**src/sptc_cfg.svh**
```systemverilog
/*
   Offsets, field positions, reset values and timing counts for the
   serial port transmit control block. Definitions only; included by
   the block's design files.
*/
`ifndef SPTC_CFG_SVH
`define SPTC_CFG_SVH

// ----------------------------------------------------------------
// Register byte offsets
// ----------------------------------------------------------------
`define SPTC_OFF_TXCS     8'h98
`define SPTC_OFF_RXCS     8'hA0
`define SPTC_OFF_TXDATA   8'hA4
`define SPTC_OFF_BAUD     8'hA8
`define SPTC_OFF_PORTDIR  8'hAC

// ----------------------------------------------------------------
// Field positions, transmit control register
// ----------------------------------------------------------------
`define SPTC_TX_CLOCK_SOURCE_SELECT      7
`define SPTC_TX_NINE      6
`define SPTC_TX_EN        5
`define SPTC_TX_SYNC      4
`define SPTC_TX_HIGH_SPEED_BAUD_SELECT      2
`define SPTC_TX_SHIFT_REGISTER_EMPTY      1
`define SPTC_TX_D9        0

// ----------------------------------------------------------------
// Field positions, receive control register
// ----------------------------------------------------------------
`define SPTC_RX_SERIAL_PORT_ENABLE      7
`define SPTC_RX_NINE      6
`define SPTC_RX_SINGLE_RECEIVE_ENABLE      5
`define SPTC_RX_CONTINUOUS_RECEIVE_ENABLE      4
`define SPTC_RX_ADDEN     3

// ----------------------------------------------------------------
// Reset values and timing counts
// ----------------------------------------------------------------
`define SPTC_TXCS_RESET   8'h02
`define SPTC_RXCS_RESET   8'h00
`define SPTC_BAUD_RESET   8'h00
`define SPTC_DIR_RESET    8'hFF
`define SPTC_TICKS_HIGH   6'h0F
`define SPTC_TICKS_LOW    6'h3F
`define SPTC_TICKS_SYNC   6'h03
`define SPTC_SYNC_HALF    6'h02

`endif

```
**src/sptc_pkg.sv**
```systemverilog
/*
   Types shared by the serial port transmit control block.
   Assumes nothing of its surroundings.
*/
package sptc_pkg;

   // Transmitter sequencing
   typedef enum logic [1:0] {
      ST_IDLE,
      ST_START,
      ST_DATA,
      ST_STOP
   } sptc_state_type;

endpackage

```
**src/sptc_top.sv**
```systemverilog
/*
   Transmit control and status part of an addressable serial port:
   Wishbone register slave, pin hand-over, async and sync transmitter.
   Assumes a classic Wishbone master on MCLK and pin inputs that are
   already synchronous to MCLK.
*/
// How it works
// - Pins go to the port only with port enable and direction bits 7:6 set
// - Async full duplex, sync master, sync slave; mode bit one selects sync
// - A ninth bit may mark address words for multiprocessor address detection
// - Transmit control register is eight bits wide at address 98h
// - Sync: clock source bit one is master from baud generator, zero is slave
// - Async: high-speed select picks fast rate; ignored in sync mode
// - Read-only shift empty bit resets to one, zero while shifting
`timescale 1ns/1ns
`include "sptc_cfg.svh"
module sptc_top
   import sptc_pkg::*;
(
   input  wire logic       MCLK,
   input  wire logic       RST,
   input  wire logic       WB_CYC_I,
   input  wire logic       WB_STB_I,
   input  wire logic       WB_WE_I,
   input  wire logic [7:0] WB_ADR_I,
   input  wire logic [3:0] WB_SEL_I,
   input  wire logic [31:0] WB_DAT_I,
   output logic [31:0]     WB_DAT_O,
   output logic            WB_ACK_O,
   input  wire logic       TX_CLOCK_PIN_IN,
   output logic            TX_CLOCK_PIN_OUT,
   output logic            TX_CLOCK_PIN_OE,
   input  wire logic       RX_DATA_PIN_IN,
   output logic            RX_DATA_PIN_OUT,
   output logic            RX_DATA_PIN_OE,
   output logic            PORT_ROUTED,
   output logic            RX_NINE_BIT,
   output logic            RX_SINGLE_ENABLE,
   output logic            RX_CONT_ENABLE,
   output logic            RX_ADDRESS_DETECT
);

   // ----------------------------------------------------------------
   // Register state
   // ----------------------------------------------------------------
   logic           clock_source_select;
   logic           ninth_bit_tx_select;
   logic           transmit_enable_bit;
   logic           sync_mode;
   logic           high_speed_baud_select;
   logic           shift_register_empty;
   logic           ninth_tx_data_bit;
   logic           serial_port_enable;
   logic           rx_nine;
   logic           single_receive_enable;
   logic           continuous_receive_enable;
   logic           address_detect_enable;
   logic [7:0]     port_c_direction;
   logic [7:0]     baud_reload;
   logic [7:0]     hold_data;
   logic           hold_full;

   // ----------------------------------------------------------------
   // Transmitter state
   // ----------------------------------------------------------------
   sptc_state_type state;
   sptc_state_type next_state;
   logic [8:0]     transmit_shift_register;
   logic [8:0]     next_shift;
   logic [3:0]     bit_cnt;
   logic [3:0]     next_bit_cnt;
   logic [5:0]     sub_cnt;
   logic [5:0]     next_sub_cnt;
   logic           line;
   logic           next_line;
   logic           clk_out;
   logic           next_clk_out;
   logic           ck_prev;
   logic           baud_tick;

   // Reset images as named constants, so that single fields can be
   // picked out of them; a bare literal cannot be indexed
   localparam logic [7:0] txcs_init = `SPTC_TXCS_RESET;
   localparam logic [7:0] rxcs_init = `SPTC_RXCS_RESET;

   // ----------------------------------------------------------------
   // Bus decode
   // ----------------------------------------------------------------
   wire wb_req    = WB_CYC_I & WB_STB_I & ~WB_ACK_O;
   wire wb_wr     = wb_req & WB_WE_I & WB_SEL_I[0];
   wire hit_txcs  = (WB_ADR_I == `SPTC_OFF_TXCS);
   wire hit_rxcs  = (WB_ADR_I == `SPTC_OFF_RXCS);
   wire hit_txd   = (WB_ADR_I == `SPTC_OFF_TXDATA);
   wire hit_baud  = (WB_ADR_I == `SPTC_OFF_BAUD);
   wire hit_dir   = (WB_ADR_I == `SPTC_OFF_PORTDIR);
   wire wr_txcs   = wb_wr & hit_txcs;
   wire wr_rxcs   = wb_wr & hit_rxcs;
   wire wr_txd    = wb_wr & hit_txd;
   wire wr_baud   = wb_wr & hit_baud;
   wire wr_dir    = wb_wr & hit_dir;

   // Bit 3 fixed at zero, shift_register_empty is the live shifter status
   wire [7:0] txcs_view = {clock_source_select, ninth_bit_tx_select,
                           transmit_enable_bit, sync_mode, 1'b0,
                           high_speed_baud_select, shift_register_empty,
                           ninth_tx_data_bit};
   wire [7:0] rxcs_view = {serial_port_enable, rx_nine,
                           single_receive_enable, continuous_receive_enable,
                           address_detect_enable, 3'h0};
   wire [7:0] rd_byte   = hit_txcs ? txcs_view :
                          hit_rxcs ? rxcs_view :
                          hit_txd  ? {7'h00, ~hold_full} :
                          hit_baud ? baud_reload :
                          hit_dir  ? port_c_direction : 8'h00;

   // ----------------------------------------------------------------
   // Mode and enable decode
   // ----------------------------------------------------------------
   // Both direction bits must be set as well as the port enable
   wire routed    = serial_port_enable & (&port_c_direction[7:6]);
   wire rx_any    = single_receive_enable | continuous_receive_enable;
   wire tx_on     = routed & transmit_enable_bit
                    & ~(sync_mode & rx_any);
   wire is_master = sync_mode & clock_source_select;
   wire is_slave  = sync_mode & ~clock_source_select;
   // Speed select only matters in async mode
   wire [5:0] ticks_last = sync_mode ? `SPTC_TICKS_SYNC :
                           high_speed_baud_select ? `SPTC_TICKS_HIGH :
                           `SPTC_TICKS_LOW;
   wire ck_fall   = ck_prev & ~TX_CLOCK_PIN_IN;
   // Slave advances on the partner's falling clock edge
   wire step      = is_slave ? ck_fall : baud_tick;
   wire sub_last  = is_slave | (sub_cnt == ticks_last);
   wire bit_done  = step & sub_last;
   wire [3:0] last_bit = ninth_bit_tx_select ? 4'h8 : 4'h7;
   wire move      = tx_on & hold_full & (state == ST_IDLE);

   // ----------------------------------------------------------------
   // Baud generator
   // ----------------------------------------------------------------
   sptc_baud u_baud (
      .MCLK   (MCLK),
      .RST    (RST),
      .run    (tx_on & ~is_slave),
      .reload (baud_reload),
      .tick   (baud_tick)
   );

   // ----------------------------------------------------------------
   // Wishbone answer
   // ----------------------------------------------------------------
   // One wait state; ack falls the cycle after it rose
   always_ff @(posedge MCLK or posedge RST)
   begin
      if (RST)
      begin
         WB_ACK_O <= 1'b0;
         WB_DAT_O <= 32'h0000_0000;
      end
      else
      begin
         WB_ACK_O <= wb_req;
         WB_DAT_O <= {24'h00_0000, rd_byte};
      end
   end

   // ----------------------------------------------------------------
   // Transmit control register
   // ----------------------------------------------------------------
   always_ff @(posedge MCLK or posedge RST)
   begin
      if (RST)
      begin
         clock_source_select    <= txcs_init[`SPTC_TX_CLOCK_SOURCE_SELECT];
         ninth_bit_tx_select    <= txcs_init[`SPTC_TX_NINE];
         transmit_enable_bit    <= txcs_init[`SPTC_TX_EN];
         sync_mode              <= txcs_init[`SPTC_TX_SYNC];
         high_speed_baud_select <= txcs_init[`SPTC_TX_HIGH_SPEED_BAUD_SELECT];
         ninth_tx_data_bit      <= txcs_init[`SPTC_TX_D9];
      end
      else if (wr_txcs)
      begin
         clock_source_select    <= WB_DAT_I[`SPTC_TX_CLOCK_SOURCE_SELECT];
         ninth_bit_tx_select    <= WB_DAT_I[`SPTC_TX_NINE];
         transmit_enable_bit    <= WB_DAT_I[`SPTC_TX_EN];
         sync_mode              <= WB_DAT_I[`SPTC_TX_SYNC];
         high_speed_baud_select <= WB_DAT_I[`SPTC_TX_HIGH_SPEED_BAUD_SELECT];
         ninth_tx_data_bit      <= WB_DAT_I[`SPTC_TX_D9];
      end
   end

   // ----------------------------------------------------------------
   // Receive control, baud reload and port direction
   // ----------------------------------------------------------------
   always_ff @(posedge MCLK or posedge RST)
   begin
      if (RST)
      begin
         serial_port_enable        <= rxcs_init[`SPTC_RX_SERIAL_PORT_ENABLE];
         rx_nine                   <= rxcs_init[`SPTC_RX_NINE];
         single_receive_enable     <= rxcs_init[`SPTC_RX_SINGLE_RECEIVE_ENABLE];
         continuous_receive_enable <= rxcs_init[`SPTC_RX_CONTINUOUS_RECEIVE_ENABLE];
         address_detect_enable     <= rxcs_init[`SPTC_RX_ADDEN];
      end
      else if (wr_rxcs)
      begin
         serial_port_enable        <= WB_DAT_I[`SPTC_RX_SERIAL_PORT_ENABLE];
         rx_nine                   <= WB_DAT_I[`SPTC_RX_NINE];
         single_receive_enable     <= WB_DAT_I[`SPTC_RX_SINGLE_RECEIVE_ENABLE];
         continuous_receive_enable <= WB_DAT_I[`SPTC_RX_CONTINUOUS_RECEIVE_ENABLE];
         address_detect_enable     <= WB_DAT_I[`SPTC_RX_ADDEN];
      end
   end

   always_ff @(posedge MCLK or posedge RST)
   begin
      if (RST)
      begin
         baud_reload      <= `SPTC_BAUD_RESET;
         port_c_direction <= `SPTC_DIR_RESET;
      end
      else
      begin
         if (wr_baud)
            baud_reload <= WB_DAT_I[7:0];
         if (wr_dir)
            port_c_direction <= WB_DAT_I[7:0];
      end
   end

   // ----------------------------------------------------------------
   // Transmit holding byte
   // ----------------------------------------------------------------
   // A write in the same cycle as a move keeps the flag set
   always_ff @(posedge MCLK or posedge RST)
   begin
      if (RST)
      begin
         hold_data <= 8'h00;
         hold_full <= 1'b0;
      end
      else if (wr_txd)
      begin
         hold_data <= WB_DAT_I[7:0];
         hold_full <= 1'b1;
      end
      else if (move)
         hold_full <= 1'b0;
   end

   // ----------------------------------------------------------------
   // Transmitter sequencing
   // ----------------------------------------------------------------
   always_comb
   begin
      next_state   = state;
      next_shift   = transmit_shift_register;
      next_bit_cnt = bit_cnt;
      next_sub_cnt = sub_cnt;
      next_line    = line;
      case (state)
         ST_IDLE:
         begin
            next_line = 1'b1;
            if (move)
            begin
               // Ninth bit rides along as address mark or parity
               next_shift   = {ninth_tx_data_bit, hold_data};
               next_bit_cnt = 4'h0;
               next_sub_cnt = 6'h00;
               if (sync_mode)
               begin
                  next_state = ST_DATA;
                  next_line  = hold_data[0];
               end
               else
               begin
                  next_state = ST_START;
                  next_line  = 1'b0;
               end
            end
         end
         ST_START, ST_STOP:
         begin
            if (bit_done)
            begin
               next_sub_cnt = 6'h00;
               next_state   = (state == ST_START) ? ST_DATA : ST_IDLE;
               next_line    = (state == ST_START) ? transmit_shift_register[0] : 1'b1;
            end
            else if (step)
               next_sub_cnt = sub_cnt + 6'h01;
         end
         default:
         begin
            if (bit_done)
            begin
               next_sub_cnt = 6'h00;
               next_shift   = {1'b0, transmit_shift_register[8:1]};
               if (bit_cnt == last_bit)
               begin
                  next_state = sync_mode ? ST_IDLE : ST_STOP;
                  next_line  = 1'b1;
               end
               else
               begin
                  next_bit_cnt = bit_cnt + 4'h1;
                  next_line    = transmit_shift_register[1];
               end
            end
            else if (step)
               next_sub_cnt = sub_cnt + 6'h01;
         end
      endcase
      // Dropping enable abandons the frame at once
      if (!tx_on)
      begin
         next_state   = ST_IDLE;
         next_line    = 1'b1;
         next_sub_cnt = 6'h00;
      end
      // Master clock low in first half of a bit, high in second
      next_clk_out = is_master & (next_state == ST_DATA)
                     & (next_sub_cnt >= `SPTC_SYNC_HALF);
   end

   always_ff @(posedge MCLK or posedge RST)
   begin
      if (RST)
      begin
         state                   <= ST_IDLE;
         transmit_shift_register <= 9'h000;
         bit_cnt                 <= 4'h0;
         sub_cnt                 <= 6'h00;
         line                    <= 1'b1;
         clk_out                 <= 1'b0;
         ck_prev                 <= 1'b0;
         shift_register_empty    <= txcs_init[`SPTC_TX_SHIFT_REGISTER_EMPTY];
      end
      else
      begin
         state                   <= next_state;
         transmit_shift_register <= next_shift;
         bit_cnt                 <= next_bit_cnt;
         sub_cnt                 <= next_sub_cnt;
         line                    <= next_line;
         clk_out                 <= next_clk_out;
         ck_prev                 <= TX_CLOCK_PIN_IN;
         shift_register_empty    <= (next_state == ST_IDLE);
      end
   end

   // ----------------------------------------------------------------
   // Pin hand-over
   // ----------------------------------------------------------------
   // Unrouted pins are released so the port logic owns them
   assign PORT_ROUTED       = routed;
   assign TX_CLOCK_PIN_OUT  = sync_mode ? clk_out : line;
   assign TX_CLOCK_PIN_OE   = routed & (~sync_mode | is_master);
   assign RX_DATA_PIN_OUT   = line;
   assign RX_DATA_PIN_OE    = routed & sync_mode & (state != ST_IDLE);
   assign RX_NINE_BIT       = rx_nine;
   assign RX_SINGLE_ENABLE  = single_receive_enable;
   assign RX_CONT_ENABLE    = continuous_receive_enable;
   assign RX_ADDRESS_DETECT = address_detect_enable;

endmodule // sptc_top

```
**src/sptc_baud.sv**
```systemverilog
/*
   Baud rate generator: a reloading down counter that emits one tick
   each time it reaches zero. Assumes a single clock and the reload
   value held stable by the caller.
*/
`timescale 1ns/1ns
module sptc_baud
   import sptc_pkg::*;
(
   input  wire logic       MCLK,
   input  wire logic       RST,
   input  wire logic       run,
   input  wire logic [7:0] reload,
   output logic            tick
);

   logic [7:0] count;

   // ----------------------------------------------------------------
   // Down counter
   // ----------------------------------------------------------------
   // Stopped counter restarts from the reload value, so the first
   // tick after enabling is a full period away
   always_ff @(posedge MCLK or posedge RST)
   begin
      if (RST)
      begin
         count <= 8'h00;
         tick  <= 1'b0;
      end
      else if (!run)
      begin
         count <= reload;
         tick  <= 1'b0;
      end
      else
      begin
         tick  <= (count == 8'h00);
         count <= (count == 8'h00) ? reload : count - 8'h01;
      end
   end

endmodule // sptc_baud

```
**config.mk**
```make
export PLATFORM = sky130hd
export DESIGN_NAME = sptc_top
export DESIGN_NICKNAME = d
export VERILOG_FILES = /design/src/sptc_pkg.sv /design/src/sptc_top.sv /design/src/sptc_baud.sv
export VERILOG_INCLUDE_DIRS = /design/src /design/src/src
export SDC_FILE = /design/constraint.sdc
export NUM_CORES = 1
export LEC_CHECK = 0
export BUFFER_PORTS_ARGS = -buffer_cell sky130_fd_sc_hd__buf_2
export CORE_ASPECT_RATIO = 0.75
export CORE_MARGIN = 5
export CORE_UTILIZATION = 48
export CTS_BUF_LIST = sky130_fd_sc_hd__clkbuf_2 sky130_fd_sc_hd__clkbuf_4 sky130_fd_sc_hd__clkbuf_8
export CTS_CLUSTER_DIAMETER = 120
export DETAILED_ROUTE_END_ITERATION = 7
export GPL_TIMING_DRIVEN = 1
export PLACE_DENSITY_LB_ADDON = 0.15
export SLEW_MARGIN = 20
export SYNTH_ARGS = -nofsm -noshare
export SYNTH_HDL_FRONTEND = slang
export SYNTH_SLANG_ARGS = --single-unit
```
**constraint.sdc**
```tcl
create_clock -name MCLK -period 4.6 [get_ports MCLK]
set_input_delay 0.23 -clock MCLK [delete_from_list [all_inputs] [get_ports MCLK]]
set_output_delay 0.23 -clock MCLK [all_outputs]
set_load 0.1 [all_outputs]
```
==> reports/results.ini, run 1 <==
[outcome]
status=complete, no violations

[timing]
relSlewSlack_pct=43.9
max_freq_ghz=0.354
hold_viol=0
tightest_slew_ps=839
setup-violations-final=0
maxSlewViolCount=0
setup_ws_ps=1780
whs_ps=90.2
rsz0062_at_grt=false
finClkSkew_ps=7.39
finalCriticalPeriod_ps=2820
fin_tns_setup_ps=0
fin_crit_sh_pct=61.4

[synth]
synth_flop_cell=dfrtp_1
synthArstFlopShare_pct=100
synth_most_common_cell=dfrtp_1
synth-edff-count=0
synth_top_area_cell=dfrtp_1
yosys-top-cells-area=dfrtp_1 42%, mux2_2 10%, dfstp_2 6.5%
syn_inst=385
synth_top_area_share_pct=42.5
ys_seq_elements=79
syn_area_per_cell_um2=10.6
syn_area_mm2=0.00406
yosys-top-cells-count=69 x dfrtp_1, 50 x nand2_1, 36 x mux2_2
yosysSeqAreaShare_pct=49.0
synth_cell_type_count=66
synth_warnings=0

[global_routing]
grt_pass1_vias=2911
antenna_found_initial=0
grt.overflow.total=0
grt_max_degree=80
grt_use_total_pct=18.8
grt_pass1_wl_um=14800

[worst_setup_path]
start_kind=flop
path_max_fanout=19
crit_arrival_ps=3080
worst-setup-path-type=reg -> reg
cp.required_ps=4850
endpoint_kind=flop

[floorplanning]
die_h_um=89.7
rows=29
start_util_pct=48.7
fp.dieArea_mm2=0.0104
dieWidth_um=116
fp.coreArea_mm2=0.00835
io_pins=93

[finish]
fillers=763
multi_input_area_mm2=0.00184
layout.cells.non_filler=537
area.growth.synth_to_final_pct=11.5
drive_gt1_share_pct=29.8
diodes=0
nNetsFinal=479
fin_util_pct=54.3
finalInstanceArea_mm2=0.00453
seq_area_mm2=0.00199

[power_and_ir_drop]
leakagePower_nw=2.21
p_total_mw=1.53
pwr_density_cell_mw_per_mm2=338
worst_ir_drop_vdd_uv=229

[drt]
wl_per_cell_um=16.8
drtIter0Drc=267
final_antenna_net_count=0
viasPerCell=5.33
routed_wl_um=9040
drcViolationCount=0
dr.pass1.iters=5
vias=2864

[placement]
place_congestion=0.787
portBuffers=40
placed_area_mm2=0.00422
dp.cells=518
dp_hpwl_um=6350
pre_cts_ws_ps=1830

[clocking]
root_buffer=clkbuf_8
cts_sinks=79
cts_tree=done
htreeDepth=3
clk_latency_ps=370
post_cts_buffers=0
clk_path_buf_depth=2
cts.clk_slew.worst_paths_ps=80
numCtsBuffers=9

[flow_run]
maxCapViolCount=0

[worst_hold_path]
hold_path_class=in -> reg

[final timing paths]
path | from | to | slack [ps] | depth (start not counted)
setup / recovery | state[0] | bit_cnt[0] | 1780 | 6
hold / removal | WB_STB_I | WB_ACK_O | 90 | 3
setup reg to reg | state[0] | bit_cnt[0] | 1780 | 6
hold reg to reg | WB_ACK_O | WB_ACK_O | 440 | 1
max in group asynchronous | RST | port_c_direction[4] | 3450 | 5
min in group asynchronous | RST | WB_ACK_O | 510 | 4
[what timing repair did]
action                    4_1_cts  5_1_grt
hold buffers                    1        1
hold endpoints to repair        1       31
resized for setup               0        0
[layout make-up]
class	count	share of cell area [%]
clock inverters	5	2.85
well taps	108	2.98
inverters	11	0.939
flip-flops and latches	79	43.9
multi-input cells	278	40.6
clock buffers	11	3.07
repair buffers	45	5.64
[sequential cells by signal (all words and copies together) (netlist names), 2 cells and up]
name / flops
baud_reload: 8
sub_cnt: 6
transmit_shift_register: 9
port_c_direction: 8
state: 2
bit_cnt: 4
hold_data: 8
u_baud.count: 8
WB_DAT_O: 8
[critical path, cell delays in order, from the launching register on]
cell and delay (ps):
dfrtp_1 520, or2_0 660, a31o_2 330, and2_1 200, and2_1 550, nand2_2 120
mux2_4 320
[cell usage in the layout, fill, tap and decap left out, types with 9 or more instances in the layout]
master	netlist	final
buf_2	4	40
nor2_1	34	34
nand2_1	50	50
mux2_2	36	36
dfstp_2	10	10
o21ai_0	13	13
inv_1	11	10
conb_1	1	24
dfrtp_1	69	69
clkbuf_8	0	9
nor3_1	11	11
[routing by layer]
layer | vias to the layer above | track usage, % | routed length, um
met5 | - | 0 | 0
met2 | 98 | 26.9 | 3830
met1 | 1380 | 27.3 | 4380
li1 | 1382 | - | -
met4 | 0 | 6.01 | 49
met3 | 4 | 5.76 | 773
[power by group]
part	total (mW)	internal (mW)	switching (mW)
Sequential	0.701	0.698	0.00286
Combinational	0.137	0.0172	0.120
Clock	0.694	0.430	0.264
[cell families (layout without fill, tap and decap cells)]
| logic type | Yosys count | count (layout) | share of synthesized area (%) |
|---|---|---|---|
| xor+xnor | 10 | 10 | 2.16 |
| other cells | 1 | 24 | 0.0923 |
| compound gates | 58 | 58 | 11.5 |
| fa+ha+maj | 4 | 4 | 1.23 |
| mux | 40 | 40 | 11.2 |
| flops | 79 | 79 | 49.0 |
| buf+inv | 51 | 72 | 7.91 |
| simple gates | 142 | 142 | 17.0 |
Power figures use the tool's default switching activity.
==> run 2, diff against run 1 <==
Clock period 4.6 ns to 2.8 ns, I/O delays scaled along.
==> reports/results.ini, run 2 (synthesis results as in run 1) <==
[drt]
wl_per_cell_um=16.4  ; -2.5%
dr.pass1.iters=5  ; unchanged
routed_wl_um=8920  ; -1.3%
final_antenna_net_count=0  ; unchanged
drcViolationCount=0  ; unchanged
vias=2920  ; +2.0%
drtIter0Drc=201  ; -25%
viasPerCell=5.37  ; +0.64%

[power_and_ir_drop]
netSwitchingFraction_pct=28.6  ; +3.3 points
p_comb_share_pct=10.4  ; +1.4 points
clkPwrFrac_pct=36.1  ; -9.2 points
worst_ir_drop_vdd_uv=293  ; +28%
pwr_density_cell_mw_per_mm2=480  ; +42%
seq_power_share_pct=53.5  ; +7.8 points
intPower_mw=1.54  ; +34%
p_switching_uw=616  ; +59%
leakagePower_nw=2.20  ; -0.50%

[timing]
tightest_slew_ps=704  ; -135 ps
fin_tns_setup_ps=0  ; unchanged
fin_crit_sh_pct=83.1  ; +22 points
relSlewSlack_pct=53.0  ; +9.0 points
hold_viol=0  ; unchanged
maxSlewViolCount=0  ; unchanged
finClkSkew_ps=5.50  ; -1.89 ps
rsz0062_at_grt=false
setup-violations-final=0  ; unchanged
max_freq_ghz=0.430  ; +21%
finalCriticalPeriod_ps=2330  ; -496 ps

[worst_hold_path]
hold_path_class=in -> reg

[global_routing]
grt_max_degree=30  ; -63%
antenna_found_initial=0  ; unchanged
grt_pass1_vias=2815  ; -3.3%
grt_pass1_wl_um=14500  ; -2.1%
grt.overflow.total=0  ; unchanged
grt_use_total_pct=18.3  ; -0.50 points

[finish]
layout_commonest_cell=dfrtp_1
fillers=764  ; +0.13%
drive_gt1_share_pct=30.7  ; +0.90 points
diodes=0  ; unchanged
fin_util_pct=53.7  ; -0.60 points
largest_reg_flops=9  ; unchanged
final_cell_mix=69 x dfrtp_1, 50 x nand2_1, 40 x buf_2
finalInstanceArea_mm2=0.00448  ; -1.1%
area.growth.synth_to_final_pct=10.2
largest-register=transmit_shift_register
nNetsFinal=486  ; +1.5%

[placement]
dp_hpwl_um=6610  ; +4.2%
placed_area_mm2=0.00427  ; +1.2%
portBuffers=40  ; unchanged
place_congestion=0.833  ; +5.9%

[clocking]
clk_latency_ps=360  ; about the same
cts_tree=done
numCtsBuffers=9  ; unchanged
htreeDepth=3  ; unchanged
cts.clk_slew.worst_paths_ps=80  ; about the same
cts_sinks=79  ; unchanged
root_buffer=clkbuf_8
clk_path_buf_depth=2  ; unchanged

[worst_setup_path]
crit_arrival_ps=2570  ; -510 ps
path_max_fanout=13  ; -6
worst-setup-path-type=reg -> reg
start_kind=flop
endpoint_kind=flop
cp.required_ps=3040  ; -1810 ps

[floorplanning]
rows=29  ; unchanged
die_h_um=89.7  ; unchanged
fp.coreArea_mm2=0.00835  ; unchanged
start_util_pct=48.7  ; unchanged
fp.dieArea_mm2=0.0104  ; unchanged
dieWidth_um=116  ; unchanged
io_pins=93  ; unchanged

[flow_run]
maxCapViolCount=0  ; unchanged

[outcome]
status=complete, no violations

## run 2: power groups by stage
stage / combinational, mW / clock, mW / sequential, mW
after floorplan: 0.200 / 0 / 1.18
after global placement: 0.222 / 0 / 1.17
final: 0.225 / 0.776 / 1.15
after CTS: 0.226 / 0.806 / 1.15
after global routing: 0.240 / 0.842 / 1.15
after detailed placement: 0.223 / 0 / 1.17
## run 2: layout make-up
cell class,count,area (um^2),area share (%)
inverters,11,42.5,0.950
well taps,108,135,3.02
repair buffers,52,298,6.65
multi-input cells,278,1840,41.1
clock buffers,12,153,3.41
flip-flops and latches,79,1990,44.4
clock inverters,4,22.5,0.503
## run 2: through the flow
step	total power, mW	setup WS [ps]	hold WS [ps]	std cells
finish	2.15	472	16.4	544
global route	2.23	355	30.9	544
CTS	2.18	495	4.56	544
detailed placement	1.40	506	149	525
global placement	1.40	555	145	525
floorplan	1.38	253	171	408
## run 2: timing repair
item	4_1_cts	5_1_grt
resized for setup	0	0
hold buffers	3	0
hold endpoints to repair	20	0
buffers inserted	0	0
## run 2: layer usage
| layer | track usage [%] | wire length (um) | vias to the layer above |
|---|---|---|---|
| met5 | 0 | 0 | - |
| met4 | 4.95 | 96 | 0 |
| met3 | 5.02 | 594 | 8 |
| met2 | 26.3 | 3750 | 84 |
| met1 | 27.3 | 4480 | 1425 |
| li1 | - | - | 1403 |
## run 2: path summary, 6_finish.rpt
kind / start / to / slack, ps / cells past startpoint
min in group asynchronous: RST / WB_DAT_O[1] / 320 / 3
max in group asynchronous: RST / port_c_direction[7] / 1710 / 4
hold / removal: WB_CYC_I / WB_ACK_O / 20 / 3
setup / recovery: sync_mode / clk_out / 470 / 6
hold reg to reg: WB_ACK_O / WB_ACK_O / 440 / 1
setup reg to reg: sync_mode / clk_out / 470 / 6
## run 2: critical path, cell delays in order, from the launching register on
cell and delay [ps]:
dfrtp_1 630, nand2_1 160, o22a_4 270, o31ai_4 420, o21ai_0 190, and2_1 200
o311a_1 340
==> run 3, diff against run 2 <==
Clock period 2.8 ns to 2.07 ns, I/O delays scaled along.
==> reports/results.ini, run 3 (synthesis results as in run 1) <==
[worst_setup_path]
cp.required_ps=2330  ; -710 ps
rrSetupSlack_ps=110  ; -360 ps
worst-setup-path-type=reg -> reg
critPathSlowestCell=dfrtp_2
crit_cells=8  ; +2
start_kind=flop
cpPeakStageDelay_ps=460  ; -170 ps
crit_arrival_ps=2220  ; -350 ps
cp_num_buf_inv=2  ; +2
endpoint=sub_cnt[4]
r2r_cells=8  ; +2
path_cells=and4bb_2 > buf_4 > nor2_1 > o31ai_4 > buf_6 > nor3_1 > nor2_1 > a311oi_2
crit_start=sync_mode
r2r_start=sync_mode
endpoint_kind=flop
critPathTopFamily=simple AND/OR/NAND/NOR gates
r2r_end=sub_cnt[4]
path_max_fanout=13  ; unchanged
crit_path_frequent_cell=nor2_1

[floorplanning]
fp.coreArea_mm2=0.00835  ; unchanged
die_h_um=89.7  ; unchanged
dieWidth_um=116  ; unchanged
fp.dieArea_mm2=0.0104  ; unchanged
io_pins=93  ; unchanged
start_util_pct=48.7  ; unchanged
rows=29  ; unchanged

[power_and_ir_drop]
p_total_mw=3.02  ; +41%
leakagePower_nw=2.33  ; +6.2%
pwr_density_cell_mw_per_mm2=633  ; +32%
worst_ir_drop_vdd_uv=388  ; +32%

[timing]
whs_ps=36.8  ; +20.3 ps
rsz0062_at_grt=false
max_freq_ghz=0.510  ; +19%
finClkSkew_ps=8.79  ; +3.29 ps
finalCriticalPeriod_ps=1960  ; -366 ps
fin_tns_setup_ps=0  ; unchanged
hold_viol=0  ; unchanged
maxSlewViolCount=0  ; unchanged
setup_ws_ps=108  ; -364 ps
fin_crit_sh_pct=94.8  ; +12 points
setup-violations-final=0  ; unchanged

[drt]
drcViolationCount=0  ; unchanged
vias=3017  ; +3.3%
final_antenna_net_count=0  ; unchanged
viasPerCell=5.28  ; -1.6%
dr.pass1.iters=4  ; -1
drtIter0Drc=201  ; unchanged
routed_wl_um=9050  ; +1.4%
wl_per_cell_um=15.8  ; -3.4%

[finish]
largest-register=transmit_shift_register
layout.cells.non_filler=571  ; +5.0%
diodes=0  ; unchanged
largest_reg_flops=9  ; unchanged
area.growth.synth_to_final_pct=17.5
drive_gt1_share_pct=36.5  ; +5.8 points
fin_util_pct=57.2  ; +3.6 points
finalInstanceArea_mm2=0.00478  ; +6.6%
layout_commonest_cell=dfrtp_1
nNetsFinal=513  ; +5.6%
final_cell_mix=65 x dfrtp_1, 50 x nand2_1, 39 x buf_2

[placement]
pre_cts_ws_ps=-8.36  ; -514 ps
place_congestion=0.885  ; +6.2%
portBuffers=40  ; unchanged
dp_hpwl_um=6670  ; +0.91%
placed_area_mm2=0.00449  ; +5.0%
dp.cells=547  ; +4.2%

[global_routing]
grt_pass1_vias=3042  ; +8.1%
grt_max_degree=80  ; +170%
grt_pass1_wl_um=15100  ; +3.9%
antenna_found_initial=0  ; unchanged
grt.overflow.total=0  ; unchanged
grt_use_total_pct=18.9  ; +0.65 points

[clocking]
clk_latency_ps=360  ; about the same
cts_sinks=79  ; unchanged
numCtsBuffers=9  ; unchanged
root_buffer=clkbuf_8
clk_path_buf_depth=2  ; unchanged
htreeDepth=3  ; unchanged
cts.clk_slew.worst_paths_ps=90  ; about the same
cts_tree=done

[outcome]
status=complete, no violations

[worst_hold_path]
hold_path_class=in -> reg

[flow_run]
maxCapViolCount=0  ; unchanged

[run 3: changes by cell type in the layout (fill, tap and decap cells not counted), sizes merged]
cell,previous run,this run
dlygate4sd3,3,5
clkinvlp,1,3
clkinv,4,3
clkbuf,12,9
buf,49,74
inv,10,11
bufinv,0,1
[run 3: what timing repair did]
action,4_1_cts,5_1_grt
resized for setup,1,6
hold buffers,5,0
pin swaps,0,2
endpoints found under the hold margin,72,0
endpoints found under the setup margin,1,17
setup buffers,0,3
[run 3: per-layer routing]
layer | vias to the layer above | wire, um | global-route usage, %
met5 | - | 0 | 0
met4 | 0 | 104 | 5.80
met3 | 9 | 600 | 5.43
met2 | 81 | 3860 | 28.0
met1 | 1477 | 4480 | 27.1
li1 | 1450 | - | -
[run 3: final cells by class]
type / count / area [um^2]
well taps: 108 / 135
repair buffers: 79 / 541
inverters: 11 / 45.0
flip-flops and latches: 79 / 2000
clock buffers: 9 / 124
multi-input cells: 278 / 1860
fillers: 756 / 3570
clock inverters: 7 / 72.6
[run 3: how the worst min path moves through the flow]
stage / startpoint / endpoint / slack [ps] / cells past startpoint
after floorplan: TX_CLOCK_PIN_IN / ck_prev / 130 / 0
final: WB_DAT_I[3] / RX_ADDRESS_DETECT / 40 / 2
after CTS: WB_DAT_I[3] / RX_ADDRESS_DETECT / 10 / 2
after global placement: TX_CLOCK_PIN_IN / ck_prev / 230 / 1
after detailed placement: TX_CLOCK_PIN_IN / ck_prev / 230 / 1
after global routing: WB_DAT_I[3] / RX_ADDRESS_DETECT / 20 / 2
[run 3: where the power goes]
group / switching (mW) / internal (mW)
Combinational: 0.268 / 0.0427
Sequential: 0.00598 / 1.55
Clock: 0.597 / 0.558
